==> config.mk <==
export PLATFORM = sky130hd
export DESIGN_NAME = rfs_supervisor
export DESIGN_NICKNAME = d
export VERILOG_FILES = /design/src/rfs_pkg.sv /design/src/rfs_supervisor.sv /design/src/rfs_sync.sv /design/src/rfs_tick.sv
export SDC_FILE = /design/constraint.sdc
export NUM_CORES = 1
export LEC_CHECK = 0
export BUFFER_PORTS_ARGS = -buffer_cell sky130_fd_sc_hd__buf_2
export CAP_MARGIN = 30
export CELL_PAD_IN_SITES_DETAIL_PLACEMENT = 1
export CELL_PAD_IN_SITES_GLOBAL_PLACEMENT = 2
export CORE_MARGIN = 2
export CORE_UTILIZATION = 39
export CTS_BUF_LIST = sky130_fd_sc_hd__clkbuf_16
export CTS_CLUSTER_DIAMETER = 200
export DETAILED_ROUTE_END_ITERATION = 6
export GPL_ROUTABILITY_DRIVEN = 0
export PLACE_DENSITY = 0.85
export REMOVE_ABC_BUFFERS = 1
export SYNTH_ARGS = -nofsm -noshare
export SYNTH_HDL_FRONTEND = slang
export SYNTH_SLANG_ARGS = --single-unit
export TNS_END_PERCENT = 100
==> constraint.sdc <==
create_clock -name core_clk -period 15.6 [get_ports core_clk]
set_clock_uncertainty 0.2 [all_clocks]
set_input_delay 1.56 -clock core_clk [delete_from_list [all_inputs] [get_ports core_clk]]
set_output_delay 1.56 -clock core_clk [all_outputs]
set_load 0.05 [all_outputs]
==> src/rfs_pkg.sv <==
// Constants, register map and carrier types of the rectifier supervisor.
// Assumes a 20 MHz core clock and a 1 ms supervisory tick.
`default_nettype none
package rfs_pkg;
   // ==========================================================
   // Register offsets (byte addresses)
   localparam logic [7:0] ADDR_CTRL  = 8'h00;
   localparam logic [7:0] ADDR_VOUT  = 8'h04;
   localparam logic [7:0] ADDR_STAT  = 8'h08;
   localparam logic [7:0] ADDR_BCAST = 8'h0C;

   // ==========================================================
   // Field positions and reset values
   localparam int CTRL_OP        = 0;
   localparam int CTRL_OC_LATCH  = 1;
   localparam int CTRL_OT_LATCH  = 2;
   localparam int CTRL_BUS_MODE  = 3;
   localparam int BCAST_ON       = 0;
   localparam logic [3:0]  CTRL_RST  = 4'h1;
   localparam logic [0:0]  BCAST_RST = 1'h1;
   localparam logic [15:0] VOUT_RST  = 16'h0000;

   // ==========================================================
   // Setpoint selection, millivolts
   localparam logic [11:0] VPROG_MIN_MV    = 12'h064;
   localparam logic [11:0] VPROG_MAX_MV    = 12'hBB8;
   localparam logic [15:0] VOUT_DEFAULT_MV = 16'hCB20;

   // ==========================================================
   // Timing
   localparam int CLK_NS       = 50;
   localparam int TICK_NS      = 1000000;
   localparam int TICK_CYCLES  = (TICK_NS + CLK_NS - 1) / CLK_NS;
   localparam int GRACE_MS     = 20000;
   localparam int RESTART_MS   = 1000;
   localparam int OV_WINDOW_MS = 60000;
   localparam int BUS_DELAY_MS = 10000;
   localparam int AUX_LEAD_MS  = 450;
   localparam int PG_LEAD_MS   = 3;
   localparam int BLINK_MS     = 250;
   localparam int OV_LIMIT     = 3;

   typedef enum logic [1:0] {SRC_DEFAULT, SRC_PIN, SRC_FW} rfs_src_e;
   typedef enum logic [2:0] {C_NONE, C_OFF, C_AC, C_OV, C_OC, C_OT} rfs_cause_e;

   // Asynchronous pin levels, all active high
   typedef struct packed {
      logic ac_ok;
      logic ac_low;
      logic enable;
      logic aux_ok;
      logic above_10v;
      logic in_limit;
      logic ov_fault;
      logic oc_fault;
      logic ot_fault;
   } rfs_pins_s;
endpackage
`default_nettype wire

==> src/rfs_supervisor.sv <==
// Rectifier fault and restart supervisor with AHB-Lite register slave.
// Assumes rst is the input-power-on reset; pins are asynchronous.
`default_nettype none
// Summary of operation
// [RQ1] Pin level 0.1-3.0 V sets output setpoint
// [RQ2] Open or high pin selects 52 V
// [RQ3] Vout command takes ownership until power cycles
// [RQ4] Tolerate startup overload for 20 seconds
// [RQ5] Blink output LED while limiting above 10V
// [RQ6] Hiccup below 10 V; LED follows on/off
// [RQ7] Output LED dark in latched shutdown
// [RQ8] Overcurrent/overtemp auto-restart unless latch configured
// [RQ9] Overvoltage: three 1 s restarts, then latch
// [RQ10] Window expiry with few shutdowns clears count
// [RQ11] Enable pin off-then-on clears latch
// [RQ12] Operation off-then-on clears latch
// [RQ13] Broadcast or shared enable restarts all together
// [RQ14] Host keeps units off 20-30 s first; rfs_host pause holds only HOLD_CYC core clocks, 500 by default
// [RQ15] Bus mode waits 10 s after input returns
// [RQ16] Power-good warning 3 ms before output drops
// [RQ17] Blink input LED while input below 80 V
// [RQ18] Aux valid 450 ms before main output
// [RQ19] Delays counted from a prescaled tick
// [RQ20] Per-feature firmware ownership, cleared by reset
module rfs_supervisor #(
   parameter int TICK_CYCLES  = rfs_pkg::TICK_CYCLES,
   parameter int GRACE_MS     = rfs_pkg::GRACE_MS,
   parameter int RESTART_MS   = rfs_pkg::RESTART_MS,
   parameter int OV_WINDOW_MS = rfs_pkg::OV_WINDOW_MS,
   parameter int BUS_DELAY_MS = rfs_pkg::BUS_DELAY_MS
) (
   input  wire logic              core_clk,
   input  wire logic              rst,
   input  wire logic              hsel,
   input  wire logic [31:0]       haddr,
   input  wire logic [1:0]        htrans,
   input  wire logic              hwrite,
   input  wire logic [2:0]        hsize,
   input  wire logic [31:0]       hwdata,
   input  wire logic              hready,
   output logic                   hreadyout,
   output logic                   hresp,
   output logic [31:0]            hrdata,
   input  wire rfs_pkg::rfs_pins_s pins,
   input  wire logic [11:0]       vprog_mv,
   output logic [15:0]            vout_set_mv,
   output rfs_pkg::rfs_src_e      vout_src,
   output logic                   aux_en,
   output logic                   main_en,
   output logic                   power_good_warning_n,
   output logic                   out_led,
   output logic                   in_led
);
   typedef enum logic [2:0] {S_AUX, S_DELAY, S_ON, S_WARN, S_WAIT, S_LATCH} rfs_state_e;

   // ==========================================================
   // Pin capture and tick
   rfs_pkg::rfs_pins_s p;
   logic               tick;

   rfs_sync #(.W($bits(rfs_pkg::rfs_pins_s))) u_sync (
      .core_clk (core_clk),
      .rst      (rst),
      .din      (pins),
      .dout     (p)
   );

   rfs_tick #(.RATIO(TICK_CYCLES)) u_tick ( // RQ19
      .core_clk (core_clk),
      .rst      (rst),
      .tick     (tick)
   );

   // ==========================================================
   // AHB-Lite slave, zero wait states
   logic [3:0]  ctrl;
   logic [15:0] vout_cmd;
   logic [0:0]  bcast;
   logic        fw_own_vout;
   logic        wr_pend;
   logic [7:0]  wr_addr;
   logic [31:0] stat_word;

   wire accept   = hsel & hready & htrans[1];
   wire wr_vout  = wr_pend & (wr_addr == rfs_pkg::ADDR_VOUT);
   wire wr_ctrl  = wr_pend & (wr_addr == rfs_pkg::ADDR_CTRL);
   wire wr_bcast = wr_pend & (wr_addr == rfs_pkg::ADDR_BCAST);
   wire [7:0] rd_addr = haddr[7:0];
   wire [31:0] rd_word =
      (rd_addr == rfs_pkg::ADDR_CTRL)  ? {28'h0, ctrl} :
      (rd_addr == rfs_pkg::ADDR_VOUT)  ? {16'h0, vout_cmd} :
      (rd_addr == rfs_pkg::ADDR_STAT)  ? stat_word :
      (rd_addr == rfs_pkg::ADDR_BCAST) ? {31'h0, bcast} : 32'h0;

   assign hreadyout = 1'b1;
   assign hresp     = 1'b0;

   always_ff @(posedge core_clk or posedge rst) begin
      if (rst) begin
         wr_pend <= 1'b0;
         wr_addr <= 8'h00;
         hrdata  <= 32'h0;
      end else begin
         wr_pend <= accept & hwrite;
         if (accept) begin
            wr_addr <= haddr[7:0];
         end
         if (accept & ~hwrite) begin
            hrdata <= rd_word;
         end
      end
   end

   always_ff @(posedge core_clk or posedge rst) begin
      if (rst) begin
         ctrl        <= rfs_pkg::CTRL_RST;
         vout_cmd    <= rfs_pkg::VOUT_RST;
         bcast       <= rfs_pkg::BCAST_RST;
         fw_own_vout <= 1'b0;
      end else begin
         if (wr_ctrl) begin
            ctrl <= hwdata[3:0];
         end
         if (wr_bcast) begin
            bcast <= hwdata[0:0];
         end
         if (wr_vout) begin
            vout_cmd    <= hwdata[15:0];
            fw_own_vout <= 1'b1; // RQ3 RQ20
         end
      end
   end

   // ==========================================================
   // Setpoint arbitration
   wire pin_valid = (vprog_mv >= rfs_pkg::VPROG_MIN_MV) & (vprog_mv <= rfs_pkg::VPROG_MAX_MV);
   wire [15:0] next_set =
      fw_own_vout ? vout_cmd :                // RQ3
      pin_valid   ? {4'h0, vprog_mv} :        // RQ1
      rfs_pkg::VOUT_DEFAULT_MV;               // RQ2
   wire rfs_pkg::rfs_src_e next_src =
      fw_own_vout ? rfs_pkg::SRC_FW : (pin_valid ? rfs_pkg::SRC_PIN : rfs_pkg::SRC_DEFAULT);

   always_ff @(posedge core_clk or posedge rst) begin
      if (rst) begin
         vout_set_mv <= rfs_pkg::VOUT_DEFAULT_MV;
         vout_src    <= rfs_pkg::SRC_DEFAULT;
      end else begin
         vout_set_mv <= next_set;
         vout_src    <= next_src;
      end
   end

   // ==========================================================
   // Sequencer
   rfs_state_e          state;
   rfs_state_e          next_state;
   rfs_pkg::rfs_cause_e cause;
   rfs_pkg::rfs_cause_e next_cause;
   logic [16:0]         ms;
   logic [14:0]         grace_ms;
   logic [16:0]         win_ms;
   logic [2:0]          ov_cnt;
   logic                run_q;

   // Shared enable and broadcast gate every unit alike
   wire run        = p.enable & ctrl[rfs_pkg::CTRL_OP] & bcast[rfs_pkg::BCAST_ON]; // RQ13
   wire run_rise   = run & ~run_q;                  // RQ11 RQ12
   wire grace_done = (grace_ms >= 15'(GRACE_MS));
   wire hiccup     = p.in_limit & ~p.above_10v;     // RQ6
   wire oc_event   = grace_done & (p.oc_fault | hiccup); // RQ4
   wire ov_latch   = (ov_cnt > 3'(rfs_pkg::OV_LIMIT));
   wire win_end    = (win_ms > 17'(OV_WINDOW_MS));

   always_comb begin
      next_state = state;
      next_cause = cause;
      case (state)
         S_AUX: begin
            if (p.aux_ok && ms > 17'(rfs_pkg::AUX_LEAD_MS)) begin // RQ18
               next_state = S_DELAY;
            end
         end
         S_DELAY: begin
            if (run && p.ac_ok && !p.ot_fault &&
                (!ctrl[rfs_pkg::CTRL_BUS_MODE] || ms > 17'(BUS_DELAY_MS))) begin // RQ15
               next_state = S_ON;
            end
         end
         S_ON: begin
            next_cause = p.ov_fault ? rfs_pkg::C_OV :
                         p.ot_fault ? rfs_pkg::C_OT :
                         oc_event   ? rfs_pkg::C_OC :
                         !p.ac_ok   ? rfs_pkg::C_AC :
                         !run       ? rfs_pkg::C_OFF : rfs_pkg::C_NONE;
            if (next_cause != rfs_pkg::C_NONE) begin
               next_state = S_WARN;
            end
         end
         S_WARN: begin
            if (ms > 17'(rfs_pkg::PG_LEAD_MS)) begin // RQ16
               if ((cause == rfs_pkg::C_OV && ov_latch) ||                        // RQ9
                   (cause == rfs_pkg::C_OC && ctrl[rfs_pkg::CTRL_OC_LATCH]) ||    // RQ8
                   (cause == rfs_pkg::C_OT && ctrl[rfs_pkg::CTRL_OT_LATCH])) begin
                  next_state = S_LATCH;
               end else if (cause == rfs_pkg::C_OFF || cause == rfs_pkg::C_AC) begin
                  next_state = S_DELAY;
               end else begin
                  next_state = S_WAIT;
               end
            end
         end
         S_WAIT: begin
            if (ms > 17'(RESTART_MS)) begin // RQ9
               next_state = S_DELAY;
            end
         end
         S_LATCH: begin
            if (run_rise) begin // RQ11 RQ12
               next_state = S_DELAY;
            end
         end
         default: next_state = S_AUX;
      endcase
   end

   always_ff @(posedge core_clk or posedge rst) begin
      if (rst) begin
         state <= S_AUX;
         cause <= rfs_pkg::C_NONE;
         run_q <= 1'b0;
      end else begin
         state <= next_state;
         cause <= next_cause;
         run_q <= run;
      end
   end

   // Timers in ms ticks; the state timer restarts on every transition,
   // and DELAY also restarts while input is out of regulation
   always_ff @(posedge core_clk or posedge rst) begin
      if (rst) begin
         ms       <= '0;
         grace_ms <= '0;
      end else begin
         if (next_state != state || (state == S_DELAY && !p.ac_ok)) begin
            ms <= '0;
         end else if (tick && ms != '1) begin
            ms <= ms + 1'b1;
         end
         if (tick && !grace_done) begin
            grace_ms <= grace_ms + 1'b1; // RQ4
         end
      end
   end

   // Overvoltage shutdown count; a new shutdown beats a window reset
   wire ov_hit = (state == S_ON) && (next_cause == rfs_pkg::C_OV);

   always_ff @(posedge core_clk or posedge rst) begin
      if (rst) begin
         ov_cnt <= '0;
         win_ms <= '0;
      end else if (ov_hit) begin
         ov_cnt <= ov_cnt + 1'b1;
         if (ov_cnt == '0) begin
            win_ms <= '0;
         end
      end else if (state == S_LATCH && run_rise) begin
         ov_cnt <= '0;
         win_ms <= '0;
      end else if (ov_cnt != '0 && state != S_LATCH) begin
         if (win_end) begin
            ov_cnt <= '0; // RQ10
            win_ms <= '0;
         end else if (tick) begin
            win_ms <= win_ms + 1'b1;
         end
      end
   end

   // ==========================================================
   // Outputs and indicators
   logic [7:0] blink_ms;
   logic       blink;

   always_ff @(posedge core_clk or posedge rst) begin
      if (rst) begin
         blink_ms             <= '0;
         blink                <= 1'b0;
         aux_en               <= 1'b0;
         main_en              <= 1'b0;
         power_good_warning_n <= 1'b0;
         out_led              <= 1'b0;
         in_led               <= 1'b0;
      end else begin
         if (tick) begin
            blink_ms <= (blink_ms == 8'(rfs_pkg::BLINK_MS - 1)) ? '0 : blink_ms + 1'b1;
            blink    <= (blink_ms == 8'(rfs_pkg::BLINK_MS - 1)) ? ~blink : blink;
         end
         aux_en               <= 1'b1; // RQ18
         main_en              <= (next_state == S_ON) || (next_state == S_WARN);
         power_good_warning_n <= (next_state == S_ON); // RQ16
         if (next_state == S_LATCH) begin
            out_led <= 1'b0; // RQ7
         end else if (next_state == S_ON && p.in_limit && p.above_10v) begin
            out_led <= blink; // RQ5
         end else begin
            out_led <= (next_state == S_ON); // RQ6
         end
         in_led <= p.ac_low ? blink : p.ac_ok; // RQ17
      end
   end

   assign stat_word = {18'h0, grace_done, fw_own_vout, ov_cnt, cause, 2'h0, state, main_en};

   // ==========================================================
   // Checks
   property p_fw_own;
      @(posedge core_clk) disable iff (rst)
      fw_own_vout |=> fw_own_vout && vout_src == rfs_pkg::SRC_FW;
   endproperty
   a_fw_own: assert property (p_fw_own) else $error("ownership lost"); // RQ3

   property p_default_set;
      @(posedge core_clk) disable iff (rst)
      (!fw_own_vout && !pin_valid) |=> vout_set_mv == rfs_pkg::VOUT_DEFAULT_MV;
   endproperty
   a_default_set: assert property (p_default_set) else $error("default setpoint wrong"); // RQ2

   property p_pin_set;
      @(posedge core_clk) disable iff (rst)
      (!fw_own_vout && pin_valid)
         |=> vout_src == rfs_pkg::SRC_PIN && vout_set_mv[11:0] == $past(vprog_mv);
   endproperty
   a_pin_set: assert property (p_pin_set) else $error("pin setpoint wrong"); // RQ1

   property p_grace;
      @(posedge core_clk) disable iff (rst)
      (state == S_ON && !grace_done && !p.ov_fault && !p.ot_fault && p.ac_ok && run)
         |=> state == S_ON;
   endproperty
   a_grace: assert property (p_grace) else $error("left on during grace"); // RQ4

   property p_latch_led;
      @(posedge core_clk) disable iff (rst)
      state == S_LATCH |-> !out_led && !main_en;
   endproperty
   a_latch_led: assert property (p_latch_led) else $error("led lit while latched"); // RQ7

   property p_pg_lead;
      @(posedge core_clk) disable iff (rst)
      $fell(power_good_warning_n) ##0 main_en |-> main_en [*8];
   endproperty
   a_pg_lead: assert property (p_pg_lead) else $error("output dropped too soon"); // RQ16

   property p_pg_ms;
      @(posedge core_clk) disable iff (rst)
      (state == S_WARN && next_state != S_WARN) |-> ms > 17'(rfs_pkg::PG_LEAD_MS);
   endproperty
   a_pg_ms: assert property (p_pg_ms) else $error("warning shorter than lead"); // RQ16

   property p_restart_delay;
      @(posedge core_clk) disable iff (rst)
      (state == S_WAIT && next_state == S_DELAY) |-> ms > 17'(RESTART_MS);
   endproperty
   a_restart_delay: assert property (p_restart_delay) else $error("restart too early"); // RQ9

   property p_aux_lead;
      @(posedge core_clk) disable iff (rst)
      (state == S_AUX && next_state == S_DELAY) |-> p.aux_ok && ms > 17'(rfs_pkg::AUX_LEAD_MS);
   endproperty
   a_aux_lead: assert property (p_aux_lead) else $error("main before aux lead"); // RQ18

   property p_bus_delay;
      @(posedge core_clk) disable iff (rst)
      (state == S_DELAY && next_state == S_ON && ctrl[rfs_pkg::CTRL_BUS_MODE])
         |-> ms > 17'(BUS_DELAY_MS);
   endproperty
   a_bus_delay: assert property (p_bus_delay) else $error("bus mode delay short"); // RQ15

   property p_latch_exit;
      @(posedge core_clk) disable iff (rst)
      (state == S_LATCH && !run_rise) |=> state == S_LATCH;
   endproperty
   a_latch_exit: assert property (p_latch_exit) else $error("latch left without cycle"); // RQ11

   property p_window;
      @(posedge core_clk) disable iff (rst)
      (win_end && !ov_hit && state != S_LATCH && ov_cnt != '0) |=> ov_cnt == '0;
   endproperty
   a_window: assert property (p_window) else $error("window count not cleared"); // RQ10
endmodule
`default_nettype wire

==> src/rfs_sync.sv <==
// Three-stage pin synchroniser; a level is accepted once stages two and
// three agree. Inputs may come from any clock or none.
`default_nettype none
module rfs_sync #(
   parameter int W = 1
) (
   input  wire logic         core_clk,
   input  wire logic         rst,
   input  wire logic [W-1:0] din,
   output logic      [W-1:0] dout
);
   logic [W-1:0] s1;
   logic [W-1:0] s2;
   logic [W-1:0] s3;

   genvar i;
   generate
      for (i = 0; i < W; i++) begin : g_bit
         always_ff @(posedge core_clk or posedge rst) begin
            if (rst) begin
               s1[i]   <= 1'b0;
               s2[i]   <= 1'b0;
               s3[i]   <= 1'b0;
               dout[i] <= 1'b0;
            end else begin
               s1[i] <= din[i];
               s2[i] <= s1[i];
               s3[i] <= s2[i];
               if (s2[i] == s3[i]) begin
                  dout[i] <= s3[i];
               end
            end
         end
      end
   endgenerate
endmodule
`default_nettype wire

==> src/rfs_tick.sv <==
// Prescaler: one-cycle pulse every RATIO core clocks.
// Assumes RATIO of at least 2.
`default_nettype none
module rfs_tick #(
   parameter int RATIO = 20000
) (
   input  wire logic core_clk,
   input  wire logic rst,
   output logic      tick
);
   localparam int CW = $clog2(RATIO);
   localparam logic [CW-1:0] LAST = CW'(RATIO - 1);
   logic [CW-1:0] cnt;

   always_ff @(posedge core_clk or posedge rst) begin
      if (rst) begin
         cnt  <= '0;
         tick <= 1'b0;
      end else begin
         tick <= (cnt == LAST);
         cnt  <= (cnt == LAST) ? '0 : cnt + 1'b1;
      end
   end
endmodule
`default_nettype wire
==> impl_metrics.py, run 1 <==
metrics = {
    "logic_synthesis": {
        "netlist_area_sq_um": 8630,
        "synth_edf_count": 0,
        "ys_dominant_reg_cell": "dfrtp_1",
        "async_reset_ff_frac": 1.00,
        "synthCells": 790,
        "synth_seq_cells": 190,
        "synth.distinct_cells": 81,
        "synth_seq_area_share": 0.552,
        "synth_area_leaders": "dfrtp_1 53%, mux2_2 3.4%, xnor2_1 2.8%",
        "yosys.area.top_type": "dfrtp_1",
        "synth_warnings": 0,
        "yosys.area.top_type_share": 0.528,
        "avgSynthCellArea_sq_um": 10.9,
    },
    "die": {
        "num_rows": 54,
        "io_pins": 152,
        "dieWidth_microns": 153,
        "fp.coreArea_sq_um": 21800,
        "die-area_sq_um": 23300,
        "start_util": 0.397,
        "die_h_microns": 153,
    },
    "timing": {
        "setup_viol": 0,
        "rsz0062_at_grt": "no",
        "relSlewSlack": 0.355,
        "worstMarginPinSlew_ps": 964,
        "maxSlewViolCount": 0,
        "finalCritPeriodShare": 0.209,
        "finalHoldViolCount": 0,
        "fin_setup_tns_ps": 0,
        "fmax_mhz": 307,
        "min_period_ps": 3260,
    },
    "layout": {
        "final_common_cell": "dfrtp_1",
        "final_layout_size_suffix_gt1_frac": 0.204,
        "post-route-util": 0.450,
        "stdcell_count": 1158,
        "diodes": 0,
        "final_nets": 974,
        "final_cell_mix": "182 x dfrtp_1, 89 x buf_2, 61 x nand2_1",
        "n_fill_cell": 2439,
        "syn2layout_area_growth_pct": 13.3,
    },
    "route": {
        "drtIter0Drc": 238,
        "drc": 0,
        "wl_microns": 19300,
        "post_drt_wl_per_cell_microns": 16.7,
        "drt-vias-per-instance": 5.23,
        "final_antenna_net_count": 0,
        "vias": 6061,
        "first_pass_iters": 4,
    },
    "power": {
        "irDropWorstVdd_mv": 0.0733,
        "powerDensity_nw_per_um2": 109,
        "finalPower_mw": 1.06,
        "leakage_nw": 4.47,
    },
    "clocking": {
        "numCtsBuffers": 17,
        "hold_buffers": 0,
        "cts_sinks": 190,
        "cts_root_buf": "clkbuf_16",
        "cts_buffer_depth": 2,
        "clk_latency_ps": 440,
        "cts_tree": "built",
        "htree_levels": 4,
        "path_clk_slew_ps": 80,
        "post_cts_resized": 0,
        "cts_setup_buffers": 0,
    },
    "status": {
        "status": "complete, no violations",
    },
    "setup_path": {
        "cpPeakStageDelay_ps": 840,
        "worst_ep_required_time_ps": 15750,
        "rr_worst_depth": 11,
        "crit_fanout": 12,
        "arrival_ps": 3410,
        "cpMaxStageDelayCell": "nor2_1",
        "cp-startpoint": "htrans[1]",
        "worstReg2RegStart": "ms[1]",
        "crit_type": "in2reg",
        "cp_cell_sequence": "buf_2 > nand3_1 > nor2_1 > nand3_1 > o21ai_0",
        "setup.worst_path.start_class": "input pin",
        "crit_path_end_kind": "flip-flop",
        "cp_common_cell": "nand3_1",
    },
    "min_path": {
        "min_path_cells": 0,
        "hold_start": "u_sync.s1[0]",
        "hp-class": "reg2reg",
    },
    "global_route": {
        "met2_usage": 0.281,
        "grt_util_met3": 0.0321,
        "grt_overflow_total": 0,
        "grt_pass1_wl_microns": 32800,
        "top_usage_layer": "met2",
        "grtUsageMet1": 0.237,
        "first_global_vias": 6401,
        "track_usage": 0.172,
        "grt_max_degree": 129,
        "antenna_found_initial": 0,
    },
    "placed_design": {
        "port_buffers": 89,
        "dpl.cell_count": 1127,
        "hpwl_microns": 13300,
    },
    "job": {
        "maxCapViolCount": 0,
    },
}
[flip-flops by register name (all words and copies together) (netlist names), 4 cells and up]
name	cells
blink_ms	8
ctrl	4
grace_ms	15
hrdata	16
ms	17
u_sync.dout	9
u_sync.s1	9
u_sync.s2	9
u_sync.s3	9
u_tick.cnt	15
vout_cmd	16
vout_set_mv	16
win_ms	17
wr_addr	8
[metrics by stage]
step	hold WS [ps]	cell area (sq um)	setup WS, ps
6_report	149	9780	12340
5_1_grt	157	9780	12070
4_1_cts	154	9780	12320
3_5_place_dp	137	9200	11850
3_3_place_gp	134	9200	11980
2_1_floorplan	131	8380	8680
[cell usage after synthesis, types with 5 or more instances]
| cell | number |
|---|---|
| nand2_1 | 61 |
| o21ai_0 | 33 |
| and2_1 | 5 |
| mux2i_1 | 8 |
| xnor2_1 | 28 |
| dfrtp_1 | 182 |
| a22o_1 | 8 |
| o21ai_1 | 6 |
| a221oi_1 | 7 |
| a21oi_1 | 34 |
| nor2_1 | 56 |
| maj3_1 | 9 |
| clkbuf_1 | 17 |
| nor2b_1 | 12 |
| nand4_1 | 19 |
| nor4_1 | 7 |
| buf_4 | 21 |
| or3_1 | 14 |
| ha_1 | 13 |
| nor3_1 | 25 |
| and3_1 | 15 |
| buf_2 | 6 |
| inv_1 | 34 |
| nand3_1 | 34 |
| dfstp_2 | 8 |
| mux2_2 | 26 |
| xor2_1 | 17 |
[area by class of cell]
class                   instances  area, sq um  area share
clock buffers                  17          425      0.0435
clock inverters                14          158      0.0161
inverters                      34          135      0.0138
multi-input cells             532         3490       0.357
flip-flops and latches        190         4760       0.487
well taps                     280          350      0.0358
repair buffers                 91          460      0.0471
[worst max-delay path, delay by kind of cell]
family | cells | cell delay [ps]
simple gates | 3 | 1480
buf+inv | 1 | 80
compound gates | 1 | 280
[cells by family (layout without fill, tap and decap cells)]
| group | count (synthesis) | in the layout | share of synthesized area |
|---|---|---|---|
| adders and majority gates | 22 | 22 | 0.0293 |
| buffers and inverters | 85 | 156 | 0.0512 |
| xor gates and xnor gates | 45 | 45 | 0.0457 |
| DFF | 190 | 190 | 0.552 |
| other | 2 | 19 | 0.000870 |
| and+or+nand+nor | 283 | 283 | 0.176 |
| muxes | 37 | 37 | 0.0488 |
| AOI/OAI and AO/OA | 126 | 126 | 0.0964 |
[path summary, 6_finish.rpt]
| check | to | slack (ps) |
|---|---|---|
| hold reg to reg | u_sync.s2[0] | 150 |
| hold / removal | u_sync.s2[0] | 150 |
| max in group asynchronous | hrdata[9] | 12780 |
| setup reg to reg | ms[15] | 12510 |
| min in group asynchronous | u_sync.dout[6] | 1060 |
| setup / recovery | hrdata[2] | 12340 |
[metal layers]
layer,vias to the layer above,part of all wire,routed length (microns)
met5,-,0,0
met4,0,0.012,229
met3,16,0.036,690
met2,109,0.47,9160
met1,3045,0.48,9250
li1,2891,-,-
[where the power goes]
part           internal, mW  switching (mW)  total (mW)
Sequential            0.515          0.0148       0.530
Combinational        0.0246          0.0663      0.0909
Clock                 0.239           0.202       0.441
Total                 0.779           0.283        1.06
No activity file was read; power rests on OpenSTA's default activity.
==> run 2, diff against run 1 <==
- ABC_AREA: default -> 1
- CORE_UTILIZATION: 39 -> 35
- PLACE_DENSITY: 0.85 -> 0.81
- clock period: 15.6 -> 3.4 ns (I/O delays scaled with it)
==> run 2 against run 1 <==
Total power rose to 4.6 times the previous value. Non-clock buffer count grew 44. Synthesized cell count rose by 30%. Critical path depth is 7 higher. Routed wire length rose by 18%. Combinational power grew to 5.2 times the previous value. Sequential power grew to 4.6 times the previous value. First-iteration DRC count up 79%.
==> impl_metrics.py, run 2 <==
metrics = {
    "timing": {
        "worstMarginPinSlew_ps": 789,
        "holdWs_ps": 3.86,
        "relSlewSlack": 0.474,
        "min_period_ps": 2790,
        "setup_viol": 0,
        "rsz0062_at_grt": "no",
        "finalHoldViolCount": 0,
        "finalCritPeriodShare": 0.819,
        "maxSlewViolCount": 0,
        "fmax_mhz": 359,
    },
    "die": {
        "start_util": 0.357,
        "dieWidth_microns": 167,
        "die-area_sq_um": 27900,
        "io_pins": 152,
        "fp.coreArea_sq_um": 26100,
        "num_rows": 59,
        "die_h_microns": 167,
    },
    "layout": {
        "final_nets": 1270,
        "diodes": 0,
        "final_layout_size_suffix_gt1_frac": 0.186,
        "n_fill_cell": 3076,
        "post-route-util": 0.423,
        "final_cell_mix": "185 x nand2_1, 182 x dfrtp_1, 140 x inv_1",
        "syn2layout_area_growth_pct": 18.3,
        "stdcell_count": 1510,
        "largestRegisters": "ms x17, win_ms x17",
        "final_common_cell": "nand2_1",
        "fin_area_sq_um": 11000,
    },
    "route": {
        "wl_microns": 22900,
        "final_antenna_net_count": 0,
        "drtIter0Drc": 426,
        "post_drt_wl_per_cell_microns": 15.1,
        "drt-vias-per-instance": 4.84,
        "drc": 0,
        "vias": 7302,
        "first_pass_iters": 4,
    },
    "power": {
        "swShare": 0.287,
        "p_clk_frac": 0.408,
        "power_frac_seq": 0.496,
        "irDropWorstVdd_mv": 0.248,
        "comb_power_share": 0.096,
        "finalPower_mw": 4.93,
        "leakage_nw": 5.46,
        "powerDensity_nw_per_um2": 447,
        "intPower_mw": 3.51,
        "p_sw_mw": 1.42,
    },
    "logic_synthesis": {
        "synth_seq_cells": 190,
        "synth_warnings": 0,
        "synth_area_leaders": "dfrtp_1 49%, nand2_1 7.5%, inv_1 5.6%",
        "avgSynthCellArea_sq_um": 9.05,
        "synthCells": 1029,
        "synth_seq_area_share": 0.512,
        "synth_top_family_by_area": "simple AND/OR/NAND/NOR gates",
        "yosys.area.top_type_share": 0.489,
        "synth-compound-area-share": 0.0689,
        "synth_edf_count": 0,
        "synth_fa_ha_area_frac": 0.0271,
        "ys_dominant_reg_cell": "dfrtp_1",
        "synth_mux_area_frac": 0.0212,
        "netlist_area_sq_um": 9310,
        "synth-xor-area-share": 0.0320,
        "synthSimpleGateAreaFrac": 0.247,
        "yosysMostFrequentCell": "nand2_1",
        "yosys.area.top_type": "dfrtp_1",
        "synth.distinct_cells": 54,
        "async_reset_ff_frac": 1.00,
        "netlist_top_cells_count": "185 x nand2_1, 182 x dfrtp_1, 140 x inv_1",
    },
    "clocking": {
        "clk_latency_ps": 450,
        "cts_tree": "built",
        "numCtsBuffers": 17,
        "cts_root_buf": "clkbuf_16",
        "cts_sinks": 190,
        "post_cts_resized": 0,
        "cts_buffer_depth": 2,
        "cts_setup_buffers": 0,
        "htree_levels": 4,
        "path_clk_slew_ps": 80,
    },
    "setup_path": {
        "worstReg2RegStart": "ms[0]",
        "crit_path_end_kind": "flip-flop",
        "worstReg2RegEnd": "ms[14]",
        "cpMaxStageDelayCell": "dfrtp_1",
        "cp_cell_sequence": "ha_1 > nand3_1 > nor2_1 > ha_1 > or2_1 > inv_2 > nand3b_1 > nor2_2 > nand4_1 > nor2_1 > xor2_1 > nor2_1",
        "cp_common_cell": "nor2_1",
        "setup.worst_path.start_class": "flip-flop",
        "worst_ep_required_time_ps": 3530,
        "arrival_ps": 2910,
        "rr_worst_depth": 12,
        "cpPeakStageDelay_ps": 460,
        "crit_fanout": 6,
        "crit_type": "reg2reg",
        "reg2reg_slack_ps": 610,
    },
    "global_route": {
        "grt_pass1_wl_microns": 38200,
        "grt_max_degree": 112,
        "grt_overflow_total": 0,
        "first_global_vias": 7621,
        "antenna_found_initial": 0,
        "track_usage": 0.168,
    },
    "status": {
        "status": "complete, no violations",
    },
    "min_path": {
        "min_to": "vout_set_mv[1]",
        "min_path_cells": 3,
        "hold_start": "vprog_mv[1]",
        "hp-class": "in2reg",
    },
    "job": {
        "maxCapViolCount": 0,
    },
    "placed_design": {
        "port_buffers": 89,
        "dpl.cell_count": 1438,
        "hpwl_microns": 16100,
        "post_dp_cell_area_sq_um": 10000,
    },
}
## run 2: cell types whose count changed after synthesis, moves of 23 or more
cell | previous run | this run
xnor2_1 | 28 | 5
inv_1 | 34 | 140
nand4_1 | 19 | 48
nor2_1 | 56 | 81
nand2_1 | 61 | 185
nand2_2 | 1 | 24
## run 2: cell type report
type	count	area [sq um]	share of cell area
sequential	190	4760	0.432
multi-input combinational	665	3760	0.341
tap	335	419	0.0380
clock inverter	15	166	0.0151
clock buffer	17	425	0.0386
timing repair buffer	135	903	0.0820
inverter	153	582	0.0528
## run 2: what timing repair did
action                                 4_1_cts  5_1_grt
endpoints found under the hold margin      145        0
setup endpoints to repair                    0        0
hold buffers                                40        0
## run 2: worst max path at each step
stage / from / endpoint / slack (ps) / depth (start not counted)
floorplan: rst / aux_en / -2300 / 1
global placement: ms[0] / ms[14] / 610 / 12
detailed placement: ms[0] / ms[14] / 570 / 12
CTS: ms[0] / ms[14] / 570 / 12
global route: ms[0] / ms[14] / 320 / 12
finish: ms[0] / ms[14] / 610 / 12
## run 2: critical path: cells and delay by family, from the launching register on
family                     cells  cell delay [ps]
xor gates and xnor gates       1              160
buffers and inverters          1              140
and+or+nand+nor                8             1250
DFF                            1              460
adders and majority gates      2              460
## run 2: per-layer routing
layer,track usage,wire [microns]
met2,0.292,11400
met4,0.0442,272
met1,0.218,10600
met5,0,0
met3,0.0260,626
## run 2: through the flow
step           TNS (ps)  setup slack [ps]
2_1_floorplan   -424960             -2300
3_3_place_gp          0               615
3_5_place_dp          0               575
4_1_cts               0               570
5_1_grt               0               318
6_report              0               615
## run 2: power groups by stage
stage / Combinational, mW / Clock [mW] / Sequential (mW)
after global routing: 0.521 / 2.15 / 2.46
after floorplan: 0.208 / 0 / 2.58
after global placement: 0.434 / 0 / 2.48
final: 0.473 / 2.01 / 2.44
after CTS: 0.480 / 2.07 / 2.44
after detailed placement: 0.443 / 0 / 2.49
## run 2: cell families after synthesis
kind of cell | count (synthesis)
simple gates | 462
buf+inv | 191
flops | 190
compound gates | 110
xor+xnor | 34
fa+ha+maj | 22
mux | 18
other cells | 2
==> run 3, diff against run 2 <==
- CORE_UTILIZATION: 35 -> 31
- PLACE_DENSITY: 0.81 -> 0.76
- clock period: 3.4 -> 2.49 ns (I/O delays scaled with it)
==> run 3 against run 2 <==
Sequential share of layout area decreased by 2.0 points. Final cell count rose by 6.8%. Sequential power up 37%. Highest routed layer unchanged. Core utilization is 3.3 points lower. Clock power grew 40%. Global-route usage is 0.94 points lower. First-iteration DRC count down 31%. Register-to-register slack worse by 480 ps. Die area up 13%.
==> impl_metrics.py, run 3 (synthesized netlist as in run 2, its figures left out) <==
metrics = {
    "min_path": {
        "hold_start": "hready",
        "hp-class": "in2reg",
        "min_to": "wr_pend",
        "min_path_cells": 4,
    },
    "die": {
        "start_util": 0.314,
        "dieWidth_microns": 177,
        "die-area_sq_um": 31400,
        "io_pins": 152,
        "num_rows": 63,
        "fp.coreArea_sq_um": 29600,
        "die_h_microns": 177,
    },
    "clocking": {
        "numCtsBuffers": 17,
        "htree_levels": 4,
        "path_clk_slew_ps": 90,
        "cts_sinks": 190,
        "cts_tree": "built",
        "cts_root_buf": "clkbuf_16",
        "clk_latency_ps": 440,
        "cts_buffer_depth": 2,
    },
    "placed_design": {
        "hpwl_microns": 16900,
        "dpl.cell_count": 1531,
        "port_buffers": 89,
    },
    "timing": {
        "min_period_ps": 2360,
        "relSlewSlack": 0.593,
        "finalHoldViolCount": 0,
        "maxSlewViolCount": 0,
        "fmax_mhz": 424,
        "worstMarginPinSlew_ps": 607,
        "holdWs_ps": 67.9,
        "finalCritPeriodShare": 0.948,
        "fin_setup_tns_ps": 0,
        "setup_viol": 0,
    },
    "layout": {
        "seq_area_sq_um": 4760,
        "multi_input_area_sq_um": 3790,
        "stdcell_count": 1613,
        "diodes": 0,
        "n_fill_cell": 3533,
        "final_layout_size_suffix_gt1_frac": 0.218,
        "final_nets": 1318,
        "largestRegisters": "ms x17, win_ms x17",
        "final_common_cell": "nand2_1",
        "syn2layout_area_growth_pct": 24.1,
        "final_cell_mix": "183 x nand2_1, 182 x dfrtp_1, 139 x inv_1",
    },
    "global_route": {
        "first_global_vias": 7934,
        "track_usage": 0.158,
        "grt_max_degree": 53,
        "antenna_found_initial": 0,
        "grt_pass1_wl_microns": 39900,
        "grt_overflow_total": 0,
    },
    "route": {
        "drc": 0,
        "drtIter0Drc": 294,
        "post_drt_wl_per_cell_microns": 14.6,
        "drt-vias-per-instance": 4.57,
        "vias": 7368,
        "final_antenna_net_count": 0,
        "wl_microns": 23600,
        "first_pass_iters": 4,
    },
    "power": {
        "leakage_nw": 5.71,
        "finalPower_mw": 6.81,
        "irDropWorstVdd_mv": 0.459,
        "powerDensity_nw_per_um2": 589,
    },
    "setup_path": {
        "arrival_ps": 2490,
        "worst_ep_required_time_ps": 2620,
        "setup.worst_path.start_class": "flip-flop",
        "crit_path_end_kind": "flip-flop",
        "crit_type": "reg2reg",
        "reg2reg_slack_ps": 130,
        "worstReg2RegEnd": "ms[14]",
        "rr_worst_depth": 13,
        "crit_fanout": 4,
        "worstReg2RegStart": "ms[11]",
    },
    "job": {
        "maxCapViolCount": 0,
    },
    "status": {
        "status": "complete, no violations",
    },
}
[run 3: changes by cell type in the layout (fill, tap and decap cells not counted), moves of 2 or more]
cell	previous run	this run
nor2_4	10	12
nand2_2	24	26
buf_12	1	4
dlygate4sd3_1	40	47
nor2_1	81	79
inv_8	5	3
buf_4	5	43
nand2_1	185	183
clkinv_8	4	6
[run 3: worst max-delay path by stage]
stage | start | end | slack (ps) | cells after the start
final | ms[11] | ms[14] | 130 | 13
after global routing | ms[9] | ms[14] | -30 | 13
after CTS | ms[0] | ms[15] | 6 | 13
after detailed placement | ms[0] | ms[15] | 30 | 13
after global placement | ms[0] | ms[15] | 90 | 13
after floorplan | rst | aux_en | -3120 | 1
[run 3: final cells by class]
cell class,count,area share
Clock buffer,17,0.0368
Clock inverter,15,0.0164
Inverter,153,0.0504
Multi-Input combinational cell,665,0.328
Sequential cell,190,0.412
Tap cell,390,0.0422
Timing Repair Buffer,183,0.114
[run 3: routing by layer]
metal,global-route usage,share of wire
met1,0.212,0.47
met5,0,0
met3,0.0296,0.026
met2,0.267,0.49
met4,0.0359,0.0098
[run 3: timing repair]
action / in CTS / in global routing
endpoints found under the setup margin: 0 / 17
setup buffers: 0 / 3
hold buffers: 47 / 0
endpoints found under the hold margin: 130 / 0
gates resized for setup: 0 / 9
[run 3: power breakdown]
| group | total (mW) | leakage (nW) | internal (mW) | switching [mW] |
|---|---|---|---|---|
| Sequential | 3.34 | 2.43 | 3.25 | 0.0902 |
| Clock | 2.81 | 0.297 | 1.37 | 1.43 |
| Combinational | 0.663 | 2.98 | 0.209 | 0.453 |
[run 3: critical path, stage by stage (launching register included)]
cell      delay (ps)
dfrtp_1          430
inv_1             90
nor3_1            50
nand4_1           90
nor2_1            60
ha_1             180
or2_4            270
inv_2             70
nand3b_1         130
nor2_2           160
nand4_1          150
nor2_2           160
xor2_1           160
nor2_1            60
[run 3: metrics by stage]
| stage | setup slack (ps) | util | area (sq um) |
|---|---|---|---|
| floorplan | -3120 | - | 9100 |
| global placement | 85.6 | 0.351 | 10400 |
| detailed placement | 28.5 | 0.351 | 10400 |
| CTS | 6.37 | 0.388 | 11500 |
| global route | -25.0 | 0.390 | 11600 |
| finish | 131 | 0.390 | 11600 |
